==> src/rtl/pss_consts.svh <==
// Timing, sizing and reset constants of the power switch-on supervisor
`ifndef PSS_CONSTS_SVH
`define PSS_CONSTS_SVH

// Clock rate in MHz, cycles per microsecond
`define PSS_CLK_MHZ            250

// Minimum toggle interval in us: nominal, lower and upper bound
`define PSS_MIN_INTERVAL_US    360000
`define PSS_MIN_INTERVAL_LO_US 327000
`define PSS_MIN_INTERVAL_HI_US 400000

// Maximum toggle interval in us: nominal, lower and upper bound
`define PSS_MAX_INTERVAL_US    2860000
`define PSS_MAX_INTERVAL_LO_US 2600000
`define PSS_MAX_INTERVAL_HI_US 3178000

// Startup response timer length in us
`define PSS_RESP_US            500000

// Time allowed for one supply block to report good, in us
`define PSS_STEP_TIMEOUT_US    100

// Number of supply blocks brought up in sequence
`define PSS_NUM_SUPPLY         4

// Width of the shared interval timer
`define PSS_TIMER_W            32

// Reset value of the synchronizer stages
`define PSS_SYNC_RST           1'b0

`endif

==> src/rtl/pss_pkg.sv <==
// Types of the power switch-on supervisor
package pss_pkg;

    typedef enum logic [2:0] {
        ST_INIT,
        ST_OFF,
        ST_SEQ,
        ST_WAIT,
        ST_ACTIVE
    } pss_state_type;

endpackage

==> src/rtl/pss_sync.sv <==
// Two-stage synchronizer for asynchronous pin inputs
`timescale 1ns/1ps
`include "pss_consts.svh"

module pss_sync #(
    parameter int WIDTH = 1
) (
    // Clock and reset
    input  wire logic             sys_clk,
    input  wire logic             rstn,
    // Data
    input  wire logic [WIDTH-1:0] async_in,
    output logic      [WIDTH-1:0] sync_out
);

    logic [WIDTH-1:0] stage1_reg;
    logic [WIDTH-1:0] stage2_reg;

    always_ff @(posedge sys_clk or negedge rstn) begin
        if (!rstn) begin
            stage1_reg <= {WIDTH{`PSS_SYNC_RST}};
            stage2_reg <= {WIDTH{`PSS_SYNC_RST}};
        end else begin
            stage1_reg <= async_in;
            stage2_reg <= stage1_reg;
        end
    end

    assign sync_out = stage2_reg;

endmodule

==> src/rtl/pss_top.sv <==
// Switch-on detection, supply sequencing and toggle watchdog supervisor
`timescale 1ns/1ps
`include "pss_consts.svh"

// Overview of operation
// - Start on charger, key fall, aux rise
// - Charger level at reset end, edges afterwards
// - Switch-on sources never block each other
// - Supplies enabled in order, each checked
// - Any start-up failure returns to power down
// - First watchdog rise in timer arms supervision
// - First watchdog fall powers everything down
// - Every watchdog edge reloads interval counter
// - Edge too early or too late: power down
// - Minimum interval nominal 0,360 s
// - Maximum interval nominal 2,860 s
// - After reset: reference, oscillator, fuses, off
// - Supply below threshold: synchronous reset, off
// - Start-up stops on under/overvoltage or timeout
// - Reset output rises once the last supply block is good
module pss_top
    import pss_pkg::*;
#(
    parameter int NUM_SUPPLY      = `PSS_NUM_SUPPLY,
    parameter int MIN_TOGGLE_CYC  = `PSS_MIN_INTERVAL_US * `PSS_CLK_MHZ,
    parameter int MAX_TOGGLE_CYC  = `PSS_MAX_INTERVAL_US * `PSS_CLK_MHZ,
    parameter int RESP_CYC        = `PSS_RESP_US * `PSS_CLK_MHZ,
    parameter int STEP_TIMEOUT_CYC = `PSS_STEP_TIMEOUT_US * `PSS_CLK_MHZ
) (
    // Clock and reset
    input  wire logic                  sys_clk,
    input  wire logic                  rstn,
    // Switch-on pins
    input  wire logic                  key_n,
    input  wire logic                  aux_switch_on_input,
    input  wire logic                  charger_supply_level,
    // Watchdog pin
    input  wire logic                  watchdog_toggle_input,
    // Analog monitors
    input  wire logic                  por_low,
    input  wire logic                  undervoltage,
    input  wire logic                  overvoltage,
    input  wire logic                  fuses_loaded,
    input  wire logic [NUM_SUPPLY-1:0] block_good,
    // Control outputs
    output logic      [NUM_SUPPLY-1:0] supply_en,
    output logic                       secondary_reset_output,
    output logic                       ref_osc_en,
    output logic                       fuse_read,
    // Status outputs
    output logic                       powered_down,
    output logic                       phone_active,
    output logic                       shutdown_pulse
);

    localparam int TW    = `PSS_TIMER_W;
    localparam int IDX_W = (NUM_SUPPLY > 1) ? $clog2(NUM_SUPPLY) : 1;

    function automatic logic edge_det(input logic cur, input logic prev, input logic rising);
        return rising ? (cur & ~prev) : (~cur & prev);
    endfunction

    function automatic logic timer_at(input logic [TW-1:0] t, input int limit);
        return t == TW'(limit - 1);
    endfunction

    pss_state_type             state_reg;
    pss_state_type             state_next;
    logic [TW-1:0]             timer_reg;
    logic [TW-1:0]             timer_next;
    logic [IDX_W-1:0]          idx_reg;
    logic [IDX_W-1:0]          idx_next;
    logic [NUM_SUPPLY-1:0]     supply_en_reg;
    logic [NUM_SUPPLY-1:0]     supply_en_next;
    logic                      rst_out_reg;
    logic                      rst_out_next;
    logic                      ref_osc_reg;
    logic                      fuse_read_reg;
    logic                      down_reg;
    logic                      active_reg;
    logic                      shut_reg;
    logic                      key_pend_reg;
    logic                      aux_pend_reg;
    logic                      chg_pend_reg;
    logic [3:0]                prev_reg;

    logic [3:0] pins_sync;
    pss_sync #(
        .WIDTH(4)
    ) u_sync (
        .sys_clk  (sys_clk),
        .rstn     (rstn),
        .async_in ({watchdog_toggle_input, charger_supply_level, aux_switch_on_input, key_n}),
        .sync_out (pins_sync)
    );

    wire key_s = pins_sync[0];
    wire aux_s = pins_sync[1];
    wire chg_s = pins_sync[2];
    wire wd_s  = pins_sync[3];

    wire in_init   = (state_reg == ST_INIT);
    wire in_off    = (state_reg == ST_OFF);
    wire init_done = in_init & fuses_loaded;
    // Switch-on edges count only once initialization has settled
    wire edges_ok  = ~in_init;
    wire key_fall  = edges_ok & edge_det(key_s, prev_reg[0], 1'b0);
    wire aux_rise  = edges_ok & edge_det(aux_s, prev_reg[1], 1'b1);
    wire chg_rise  = edges_ok & edge_det(chg_s, prev_reg[2], 1'b1);
    wire wd_rise   = edge_det(wd_s, prev_reg[3], 1'b1);
    wire wd_fall   = edge_det(wd_s, prev_reg[3], 1'b0);
    wire wd_edge   = wd_rise | wd_fall;

    wire start_req = key_pend_reg | aux_pend_reg | chg_pend_reg;
    wire start_go  = in_off & start_req & ~por_low;
    // Level capture at end of reset, edge afterwards
    wire chg_set   = chg_rise | (init_done & chg_s);

    wire step_good    = block_good[idx_reg];
    wire step_last    = (idx_reg == IDX_W'(NUM_SUPPLY - 1));
    wire step_timeout = timer_at(timer_reg, STEP_TIMEOUT_CYC);
    wire resp_expired = timer_at(timer_reg, RESP_CYC);
    wire too_early    = timer_reg < TW'(MIN_TOGGLE_CYC - 1);
    wire too_late     = timer_at(timer_reg, MAX_TOGGLE_CYC);
    wire [NUM_SUPPLY-1:0] supply_grow;
    assign supply_grow = NUM_SUPPLY'({supply_en_reg, 1'b1});

    always_comb begin
        state_next     = state_reg;
        timer_next     = timer_reg + TW'(1);
        idx_next       = idx_reg;
        supply_en_next = supply_en_reg;
        rst_out_next   = rst_out_reg;
        case (state_reg)
            // Wait for fuse read, then power down
            ST_INIT: begin
                timer_next = '0;
                if (fuses_loaded) begin
                    state_next = ST_OFF;
                end
            end
            ST_OFF: begin
                timer_next = '0;
                if (start_req) begin
                    state_next     = ST_SEQ;
                    idx_next       = '0;
                    supply_en_next = NUM_SUPPLY'(1);
                end
            end
            ST_SEQ: begin
                if (undervoltage | overvoltage) begin
                    state_next = ST_OFF;
                end else if (step_good) begin
                    timer_next = '0;
                    if (step_last) begin
                        state_next   = ST_WAIT;
                        rst_out_next = 1'b1;
                    end else begin
                        idx_next       = idx_reg + IDX_W'(1);
                        supply_en_next = supply_grow;
                    end
                end else if (step_timeout) begin
                    state_next = ST_OFF;
                end
            end
            ST_WAIT: begin
                if (undervoltage | overvoltage) begin
                    state_next = ST_OFF;
                end else if (wd_rise) begin
                    state_next = ST_ACTIVE;
                    timer_next = '0;
                end else if (wd_fall) begin
                    state_next = ST_OFF;
                end else if (resp_expired) begin
                    state_next = ST_OFF;
                end
            end
            ST_ACTIVE: begin
                if (overvoltage) begin
                    state_next = ST_OFF;
                end else if (wd_edge) begin
                    if (too_early) begin
                        state_next = ST_OFF;
                    end else begin
                        timer_next = '0;
                    end
                end else if (too_late) begin
                    state_next = ST_OFF;
                end
            end
            default: begin
                state_next = ST_OFF;
            end
        endcase
        if (por_low) begin
            state_next = (state_reg == ST_INIT) ? ST_INIT : ST_OFF;
        end
        if (state_next == ST_OFF || state_next == ST_INIT) begin
            timer_next     = '0;
            idx_next       = '0;
            supply_en_next = '0;
            rst_out_next   = 1'b0;
        end
    end

    wire leaving_on = (state_next == ST_OFF) & ~in_off & ~in_init;

    always_ff @(posedge sys_clk or negedge rstn) begin
        if (!rstn) begin
            state_reg     <= ST_INIT;
            timer_reg     <= '0;
            idx_reg       <= '0;
            supply_en_reg <= '0;
            rst_out_reg   <= 1'b0;
        end else begin
            state_reg     <= state_next;
            timer_reg     <= timer_next;
            idx_reg       <= idx_next;
            supply_en_reg <= supply_en_next;
            rst_out_reg   <= rst_out_next;
        end
    end

    always_ff @(posedge sys_clk or negedge rstn) begin
        if (!rstn) begin
            ref_osc_reg   <= 1'b0;
            fuse_read_reg <= 1'b0;
            down_reg      <= 1'b1;
            active_reg    <= 1'b0;
            shut_reg      <= 1'b0;
            prev_reg      <= 4'h0;
        end else begin
            ref_osc_reg   <= 1'b1;
            fuse_read_reg <= (state_next == ST_INIT);
            down_reg      <= (state_next == ST_OFF) | (state_next == ST_INIT);
            active_reg    <= (state_next == ST_ACTIVE);
            shut_reg      <= leaving_on;
            prev_reg      <= pins_sync;
        end
    end

    always_ff @(posedge sys_clk or negedge rstn) begin
        if (!rstn) begin
            key_pend_reg <= 1'b0;
            aux_pend_reg <= 1'b0;
            chg_pend_reg <= 1'b0;
        end else if (por_low) begin
            key_pend_reg <= 1'b0;
            aux_pend_reg <= 1'b0;
            chg_pend_reg <= 1'b0;
        end else begin
            key_pend_reg <= (key_fall & (in_off | in_init)) | (key_pend_reg & ~start_go);
            aux_pend_reg <= (aux_rise & (in_off | in_init)) | (aux_pend_reg & ~start_go);
            chg_pend_reg <= (chg_set & (in_off | in_init)) | (chg_pend_reg & ~start_go);
        end
    end

    assign supply_en              = supply_en_reg;
    assign secondary_reset_output = rst_out_reg;
    assign ref_osc_en             = ref_osc_reg;
    assign fuse_read              = fuse_read_reg;
    assign powered_down           = down_reg;
    assign phone_active           = active_reg;
    assign shutdown_pulse         = shut_reg;

    early_edge_off_a: assert property (
        @(posedge sys_clk) disable iff (!rstn)
        (state_reg == ST_ACTIVE) && wd_edge && too_early |=> (state_reg == ST_OFF) && shutdown_pulse)
        else $error("early watchdog edge did not power down");

    max_interval_a: assert property (
        @(posedge sys_clk) disable iff (!rstn)
        (state_reg == ST_ACTIVE) |-> timer_reg < TW'(MAX_TOGGLE_CYC))
        else $error("watchdog interval exceeded maximum");

    first_fall_off_a: assert property (
        @(posedge sys_clk) disable iff (!rstn)
        (state_reg == ST_WAIT) && wd_fall && !wd_rise |=> state_reg == ST_OFF)
        else $error("first falling edge did not power down");

    arm_on_rise_a: assert property (
        @(posedge sys_clk) disable iff (!rstn)
        (state_reg == ST_WAIT) && wd_rise && !undervoltage && !overvoltage && !por_low
        |=> (state_reg == ST_ACTIVE) && (timer_reg == '0) && phone_active)
        else $error("first rising edge did not arm supervision");

    edge_reload_a: assert property (
        @(posedge sys_clk) disable iff (!rstn)
        (state_reg == ST_ACTIVE) && wd_edge && !too_early && !overvoltage && !por_low
        |=> (state_reg == ST_ACTIVE) && (timer_reg == '0))
        else $error("valid watchdog edge did not reload counter");

    resp_bound_a: assert property (
        @(posedge sys_clk) disable iff (!rstn)
        (state_reg == ST_WAIT) |-> timer_reg < TW'(RESP_CYC))
        else $error("response timer ran past its limit");

    reset_release_a: assert property (
        @(posedge sys_clk) disable iff (!rstn)
        $rose(secondary_reset_output) |-> ($past(state_reg) == ST_SEQ) && (state_reg == ST_WAIT)
        && (supply_en_reg == {NUM_SUPPLY{1'b1}}))
        else $error("reset output released outside sequence end");

    seq_order_a: assert property (
        @(posedge sys_clk) disable iff (!rstn)
        $changed(supply_en_reg) && (supply_en_reg != '0) |-> supply_en_reg == $past(supply_grow))
        else $error("supply blocks enabled out of order");

    seq_fail_off_a: assert property (
        @(posedge sys_clk) disable iff (!rstn)
        (state_reg == ST_SEQ) && (undervoltage || overvoltage) |=> (state_reg == ST_OFF) && (supply_en_reg == '0))
        else $error("start-up failure did not abort");

    por_low_off_a: assert property (
        @(posedge sys_clk) disable iff (!rstn)
        por_low && !in_init |=> (state_reg == ST_OFF) && !secondary_reset_output && (supply_en_reg == '0))
        else $error("supply low did not force power down");

    start_any_a: assert property (
        @(posedge sys_clk) disable iff (!rstn)
        in_off && start_req && !por_low |=> (state_reg == ST_SEQ) && (supply_en_reg == NUM_SUPPLY'(1)))
        else $error("pending switch-on condition did not start");

    charger_level_a: assert property (
        @(posedge sys_clk) disable iff (!rstn)
        init_done && chg_s && !por_low |=> chg_pend_reg)
        else $error("charger level at reset end was missed");

endmodule

==> config.mk <==
export PLATFORM = sky130hd
export DESIGN_NAME = pss_top
export DESIGN_NICKNAME = d
export VERILOG_FILES = /design/src/rtl/pss_pkg.sv /design/src/rtl/pss_sync.sv /design/src/rtl/pss_top.sv
export VERILOG_INCLUDE_DIRS = /design/src /design/src/rtl
export SDC_FILE = /design/constraint.sdc
export NUM_CORES = 1
export LEC_CHECK = 0
export BUFFER_PORTS_ARGS = -buffer_cell sky130_fd_sc_hd__buf_2
export CORE_ASPECT_RATIO = 0.8
export CORE_MARGIN = 10
export CORE_UTILIZATION = 32
export CTS_CLUSTER_SIZE = 16
export DETAILED_ROUTE_END_ITERATION = 12
export GPL_TIMING_DRIVEN = 0
export PLACE_DENSITY_LB_ADDON = 0.15
export SLEW_MARGIN = 0
export SYNTH_ARGS = -nofsm -noshare
export SYNTH_HDL_FRONTEND = slang
export SYNTH_SLANG_ARGS = --single-unit
==> constraint.sdc <==
create_clock -name sys_clk -period 6.6 [get_ports sys_clk]
set_input_delay 1.32 -clock sys_clk [delete_from_list [all_inputs] [get_ports sys_clk]]
set_output_delay 1.32 -clock sys_clk [all_outputs]
set_load 0.02 [all_outputs]
==> metrics, run 1 <==
worst-case clock buffer depth=2; DR iter-0 viols=142; gr usage total=11.5%; RePlAce Congestion=0.844; post-layout min period=2980 ps; critical path data arrival time=3220 ps; Worst Setup Path Type=input pin to flip-flop; Synth Area in XOR/XNOR=8.35%; TritonCTS clock tree=built; die width=131 µm; CP delay by family, top=multiplexers; CTS root buf=clkbuf_16; initial antenna violation count=0; PortBufs=23; Std-Cell Rows=32; via count=2,461; post-CTS setup buffers=0; Crit-path slowest cell=mux4_2; Post-Synthesis Net Count=337; post-route ant nets=0; DIE AREA=0.0142 mm²; largest net degree at the start of global routing=63; residual DRC count=0; CORE AREA=0.00961 mm²; Slew HR=27.4%; total gr overflow=0; largest family of logic cells by synthesized area=simple AND/OR/NAND/NOR gates; clock slew at reported path FFs=60 ps; status=finished, final reports clean; clk sinks=62; Post-Route WL=7.64 mm; Cell Chain, Critical Path=buf_2 -> mux4_2 -> mux2_2 -> nand2_1 -> a21oi_1 -> a31o_2 -> clkbuf_1 -> nor3_1; IO Count=24; drt wl/cell=16.0 µm; H-tree depth=3; critical path launch point type=input pin; worst slack, placed=3270 ps; Largest register FFs=32; Syn Std Cell Area=0.00315 mm²; setup violators final=0; Layout area overhead=17.4%; Post-CTS Hold Buffers=0; count leader, synth=dfrtp_1; Hold Path Class=flip-flop to flip-flop; Worst VDD drop=0.158 mV; Primary FF master, synth=dfrtp_1; Max Fanout on Critical Path=10; commonest cells in the netlist=dfrtp_1, nor3_1, nand2_1, nor2_1, xnor2_1; top cell type's share of synthesized area=48.5%; Adder-Cell Fraction of Synth Area=1.59%; first-pass GRT wire length=12.7 mm; Yosys Warn Count=0; mux cell area share after synthesis=1.07%; Final HPWL DP=5.38 mm; DIE HEIGHT=109 µm; number of global-route vias before repair=2,407; Post-Syn Area per Cell=9.87 µm²; TritonRoute pass-1 iters=4; Worst Path Buf+Inv=2; Cell Pwr Density=275 mW/mm²; Syn Inst Count=319; Netlist cell types=48; Max-cap violations=0; Lkg Pwr=1.47 nW; Synth area leaders=dfrtp_1, nor3_1, xnor2_1; layout cell share with drive strength beyond 1=14.8%; Post-synth ARST share=100%; skew final=6.01 ps; fin area=0.00370 mm²; Clk Latency, worst-skew pair=340 ps; number of hold-slack violations in the final timing report=0; WP data required=6840 ps; Final nets=371; #FFs+latches synth=62; fin crit share=45.1%; RSZ-0062 raised after global routing=false; total CTS buffers=9; Post-DP Area=0.00341 mm²; Worst Tran Pin Value=1080 ps; Setup crit end kind=flip-flop; total negative slack=0 ps; ant diodes=0; post-CTS resize count=0; largest stage delay on the critical path=550 ps; sequential area share after synthesis=49.3%; Post-synth EDFFs=0; FMAX=0.336 GHz; Initial Util=32.8%; vias per cell=5.16; max-slew violation count=0; setup slack after layout=3620 ps; cell taking the most area after synthesis=dfrtp_1; Synth Area in Simple Gates=28.0%; compound-cell area share of the yosys netlist=8.27%
==> through the flow <==
| step | total power, mW | utilization, % | cells | hold WS, ps |
|---|---|---|---|---|
| after floorplan | 0.525 | - | 319 | 331 |
| after global placement | 0.579 | 35.5 | 461 | 332 |
| after detailed placement | 0.579 | 35.5 | 461 | 335 |
| after CTS | 1.03 | 38.5 | 477 | 351 |
| after global routing | 1.07 | 38.5 | 477 | 351 |
| final | 1.02 | 38.5 | 477 | 349 |
==> cells in the final DEF, fill, tap and decap left out, types with 3 or more instances in the layout <==
cell         n
nand3_1     17
and3_1       5
or3_1        4
and2_1       6
or4_1        5
o211ai_1     3
xor2_1      12
ha_1         4
nor3_1      37
inv_6        3
clkbuf_1    10
buf_2       22
clkinvlp_4   3
a21oi_1     13
clkbuf_16    9
nand4_1      5
inv_1        7
buf_4        4
xnor2_1     18
nor2b_1      5
nor2_1      23
nand2_1     25
and4_1       7
nand4b_1     3
o21ai_0      5
dfrtp_1     61
nor3b_1      4
nor4_1       5
==> worst reg2reg max path: stages (launching register included) <==
cell	delay, ps
dfrtp_1	370
ha_1	220
nand3_1	180
or4_1	620
o311ai_0	380
o211a_1	270
a2bb2oi_4	230
buf_4	220
nor3_1	80
==> layout make-up <==
type,count,area [µm²]
Sequential cell,62,1550
Buffer,15,76.3
Tap cell,119,149
Multi-Input combinational cell,235,1490
Inverter,7,26.3
Fill cell,968,5910
Timing Repair Buffer,23,118
Clock inverter,7,57.6
Clock buffer,9,225
==> per-layer routing <==
metal / global-route usage (%) / vias up / share of wire, %
met2: 14.9 / 43 / 39
met5: 0 / - / 0
met4: 4.75 / 0 / 1.6
met1: 16.8 / 1183 / 55
met3: 3.74 / 11 / 3.9
li1: - / 1224 / -
==> where the power goes <==
group	switching [mW]	total (mW)	internal, mW	leakage [nW]
Sequential	0.00681	0.406	0.399	0.826
Clock	0.188	0.447	0.258	0.129
Combinational	0.110	0.164	0.0540	0.514
Total	0.306	1.02	0.711	1.47
==> cell families (layout without fill, tap and decap cells) <==
group           count (synthesis)  after routing
flops                          62             62
fa+ha+maj                       4              4
mux                             2              2
xor+xnor                       30             30
compound gates                 37             37
other cells                     1              1
simple gates                  161            161
buf+inv                        22             61
==> worst paths after layout <==
| check | start | to | slack (ps) | depth (start not counted) |
|---|---|---|---|---|
| hold reg to reg | u_sync.stage1_reg[1]$_DFF_PN0_ | u_sync.sync_out[1]$_DFF_PN0_ | 350 | 0 |
| min in group asynchronous | rstn | timer_reg[18]$_DFF_PN0_ | 1070 | 1 |
| setup / recovery | block_good[3] | timer_reg[29]$_DFF_PN0_ | 3620 | 8 |
| setup reg to reg | timer_reg[0]$_DFF_PN0_ | timer_reg[22]$_DFF_PN0_ | 3880 | 8 |
| hold / removal | u_sync.stage1_reg[1]$_DFF_PN0_ | u_sync.sync_out[1]$_DFF_PN0_ | 350 | 0 |
| max in group asynchronous | rstn | timer_reg[26]$_DFF_PN0_ | 5000 | 1 |
(Power assumes the default switching activity.)
==> inputs of run 2 (changes only) <==
Settings changed: ABC_AREA set to 1.
Clock period 6.6 ns to 2.9 ns, I/O delays scaled along.
==> run 2 against run 1 <==
Net effect: register-to-register slack got worse by 3300 ps; total power increased by 140%; area after synthesis increased by 9.3%; critical endpoint unchanged; largest power group unchanged.
==> metrics, run 2 <==
Syn Std Cell Area=0.00344 mm² (+9.3%); initial antenna violation count=0 (unchanged); Pint=1.70 mW (+140%); Yosys Warn Count=0 (unchanged); Max-cap violations=0 (unchanged); Max Fanout on Critical Path=10 (unchanged); vias per cell=4.58 (-11%); TritonCTS clock tree=built; ant diodes=0 (unchanged); drt wl/cell=13.5 µm (-16%); Hold Path Class=input pin to async pin; Initial Util=33.2% (+0.44 points); Fill cells=1,065 (+10%); RePlAce Congestion=0.868 (+2.8%); post-CTS resize count=0 (unchanged); DIE AREA=0.0153 mm² (+7.7%); Std-Cell Rows=33 (+3.1%); commonest cells after routing, fill and taps aside=nor2_1, nand2_1, inv_1, dfrtp_1, nand3_1; Post-synth EDFFs=0 (unchanged); FMAX=0.428 GHz; cell taking the most area after synthesis=dfrtp_1; sequential area share after synthesis=45.1% (-4.2 points); IO Count=24 (unchanged); layout cell share with drive strength beyond 1=16.7% (+1.9 points); CORE AREA=0.0104 mm² (+7.9%); #FFs+latches synth=62 (unchanged); CTS root buf=clkbuf_16; max layer used=met4; Worst Setup Path Type=flip-flop to flip-flop; Slew HR=46.2% (+19 points); Post-Syn Area per Cell=7.93 µm² (-20%); met3 WL=333 µm (+11%); multi-input logic area=0.00160 mm² (+7.2%); RSZ-0062 raised after global routing=false; PortBufs=23 (unchanged); Top cell by count, worst path=nand3_1; DR iter-0 viols=195 (+37%); commonest cells in the netlist=nand2_1, nor2_1, dfrtp_1, inv_1, nand3_1; met2 wire length=3.27 mm (+8.4%); DIE HEIGHT=113 µm (+3.7%); clk sinks=62 (unchanged); top cell type's share of synthesized area=44.4% (-4.1 points); Synth area leaders=dfrtp_1, nand2_1, nor2_1; Final nets=486 (+31%); Combinational Power Share=14.9% (-1.3 points); Cell Pwr Density=595 mW/mm² (+120%); clock network power share=45.6% (+1.7 points); total CTS buffers=9 (unchanged); Sw Share=29.5% (-0.59 points); Netlist cell types=34 (-29%); Post-synth ARST share=100% (unchanged); total negative slack=0 ps (unchanged); Post-Synthesis Net Count=452 (+34%); status=finished, final reports clean; post-CTS setup buffers=0 (unchanged); register area=0.00155 mm² (unchanged); critical path data arrival time=2550 ps (-670 ps); first-pass GRT wire length=14.0 mm (+10%); Final HPWL DP=6.11 mm (+14%); via count=2,806 (+14%); setup violators final=0 (unchanged); Post-Route WL=8.25 mm (+8.1%); Setup crit end kind=flip-flop; H-tree depth=3 (unchanged); overall power consumption=2.40 mW (+140%); Worst Tran Pin Value=807 ps (-273 ps); total gr overflow=0 (unchanged); Cell Chain, Critical Path=nor2_1 -> nand3_1 -> inv_1 -> nand3_1 -> nor2_1 -> nand3_1 -> nand2_1 -> nand3_1 -> nand2_1 -> nand2_4 -> nand2_4 -> buf_6 -> nor3_2; largest stage delay on the critical path=410 ps (-140 ps); residual DRC count=0 (unchanged); Layout area overhead=17.4% (about the same); worst-case clock buffer depth=2 (unchanged); number of global-route vias before repair=2,749 (+14%); Crit-path slowest cell=dfrtp_1; post-route ant nets=0 (unchanged); Clk Latency, worst-skew pair=330 ps (about the same); largest net degree at the start of global routing=63 (unchanged); register share of total power=39.5% (-0.4 points); clock slew at reported path FFs=60 ps (about the same); NetSw=0.709 mW (+130%); Primary FF master, synth=dfrtp_1; gr usage total=11.4% (-0.096 points); Worst VDD drop=0.266 mV (+69%); M1 WL=4.55 mm (+8.3%); Syn Inst Count=434 (+36%); post-layout min period=2340 ps; die width=136 µm (+3.9%); skew final=6.50 ps (+0.498 ps); max-slew violation count=0 (unchanged); Largest register FFs=32 (unchanged); TritonRoute pass-1 iters=4 (unchanged); critical path launch point type=flip-flop; WP data required=3110 ps (-3730 ps); Lkg Pwr=1.92 nW (+30%); number of hold-slack violations in the final timing report=0 (unchanged); fin crit share=80.6%; Post-CTS Hold Buffers=0 (unchanged)
## run 2: cell count changes after synthesis, sizes merged, moves of 15 or more
cell | before | now
nor2 | 23 | 91
inv | 7 | 63
nor3 | 37 | 22
xnor2 | 18 | 2
nand3 | 17 | 35
nand2 | 25 | 87
## run 2: final cells by class
cell class	count	area share, %
Timing Repair Buffer	23	2.91
Clock buffer	9	5.57
Tap cell	140	4.34
Buffer	6	1.27
Multi-Input combinational cell	303	39.6
Sequential cell	62	38.4
Clock inverter	7	2.01
Inverter	63	5.85
## run 2: worst max-delay path, delay by kind of cell, from the launching register on
family                 cells  cell delay [ps]
AND/OR/NAND/NOR           11             1460
flip-flops                 1              410
buffers and inverters      2              340
## run 2: path summary, 6_finish.rpt
| path | slack [ps] | from | to | depth (start not counted) |
|---|---|---|---|---|
| min in group sys_clk | 350 | u_sync.stage1_reg[3]$_DFF_PN0_ | u_sync.sync_out[3]$_DFF_PN0_ | 0 |
| hold / removal | 330 | rstn | timer_reg[1]$_DFF_PN0_ | 1 |
| max in group asynchronous | 2030 | rstn | idx_reg[0]$_DFFE_PN0P_ | 1 |
| setup reg to reg | 560 | timer_reg[30]$_DFF_PN0_ | timer_reg[29]$_DFF_PN0_ | 13 |
| setup / recovery | 560 | timer_reg[30]$_DFF_PN0_ | timer_reg[29]$_DFF_PN0_ | 13 |
| hold reg to reg | 350 | u_sync.stage1_reg[3]$_DFF_PN0_ | u_sync.sync_out[3]$_DFF_PN0_ | 0 |
## run 2: logic make-up (layout without fill, tap and decap cells)
group	Yosys count	after routing	share of synthesized area, %
xor gates and xnor gates	16	16	4.07
AOI/OAI and AO/OA	26	26	4.25
DFF	62	62	45.1
and+or+nand+nor	256	256	36.6
other	1	1	0.109
buffers and inverters	69	108	8.36
adders and majority gates	4	4	1.45
## run 2: power by group through the flow
stage / clock network (mW) / logic [mW] / registers (mW)
2_1_floorplan: 0 / 0.224 / 0.980
3_3_place_gp: 0 / 0.359 / 0.965
3_5_place_dp: 0 / 0.358 / 0.966
4_1_cts: 1.12 / 0.360 / 0.951
5_1_grt: 1.16 / 0.405 / 0.959
6_report: 1.10 / 0.358 / 0.950
## run 2: layer usage
| layer | global-route usage, % | up-vias |
|---|---|---|
| met3 | 3.23 | 6 |
| met4 | 4.25 | 0 |
| met2 | 15.0 | 60 |
| li1 | - | 1447 |
| met5 | 0 | - |
| met1 | 16.8 | 1293 |
## run 2: stage by stage
| step | area [µm²] | setup WS, ps | std cells | hold slack [ps] | util (%) |
|---|---|---|---|---|---|
| global route | 4040 | 408 | 613 | 341 | 39.0 |
| global placement | 3730 | 578 | 597 | 332 | 36.0 |
| CTS | 4040 | 558 | 613 | 339 | 39.0 |
| floorplan | 3440 | 1100 | 434 | 284 | - |
| detailed placement | 3730 | 593 | 597 | 336 | 36.0 |
| finish | 4040 | 563 | 613 | 332 | 39.0 |
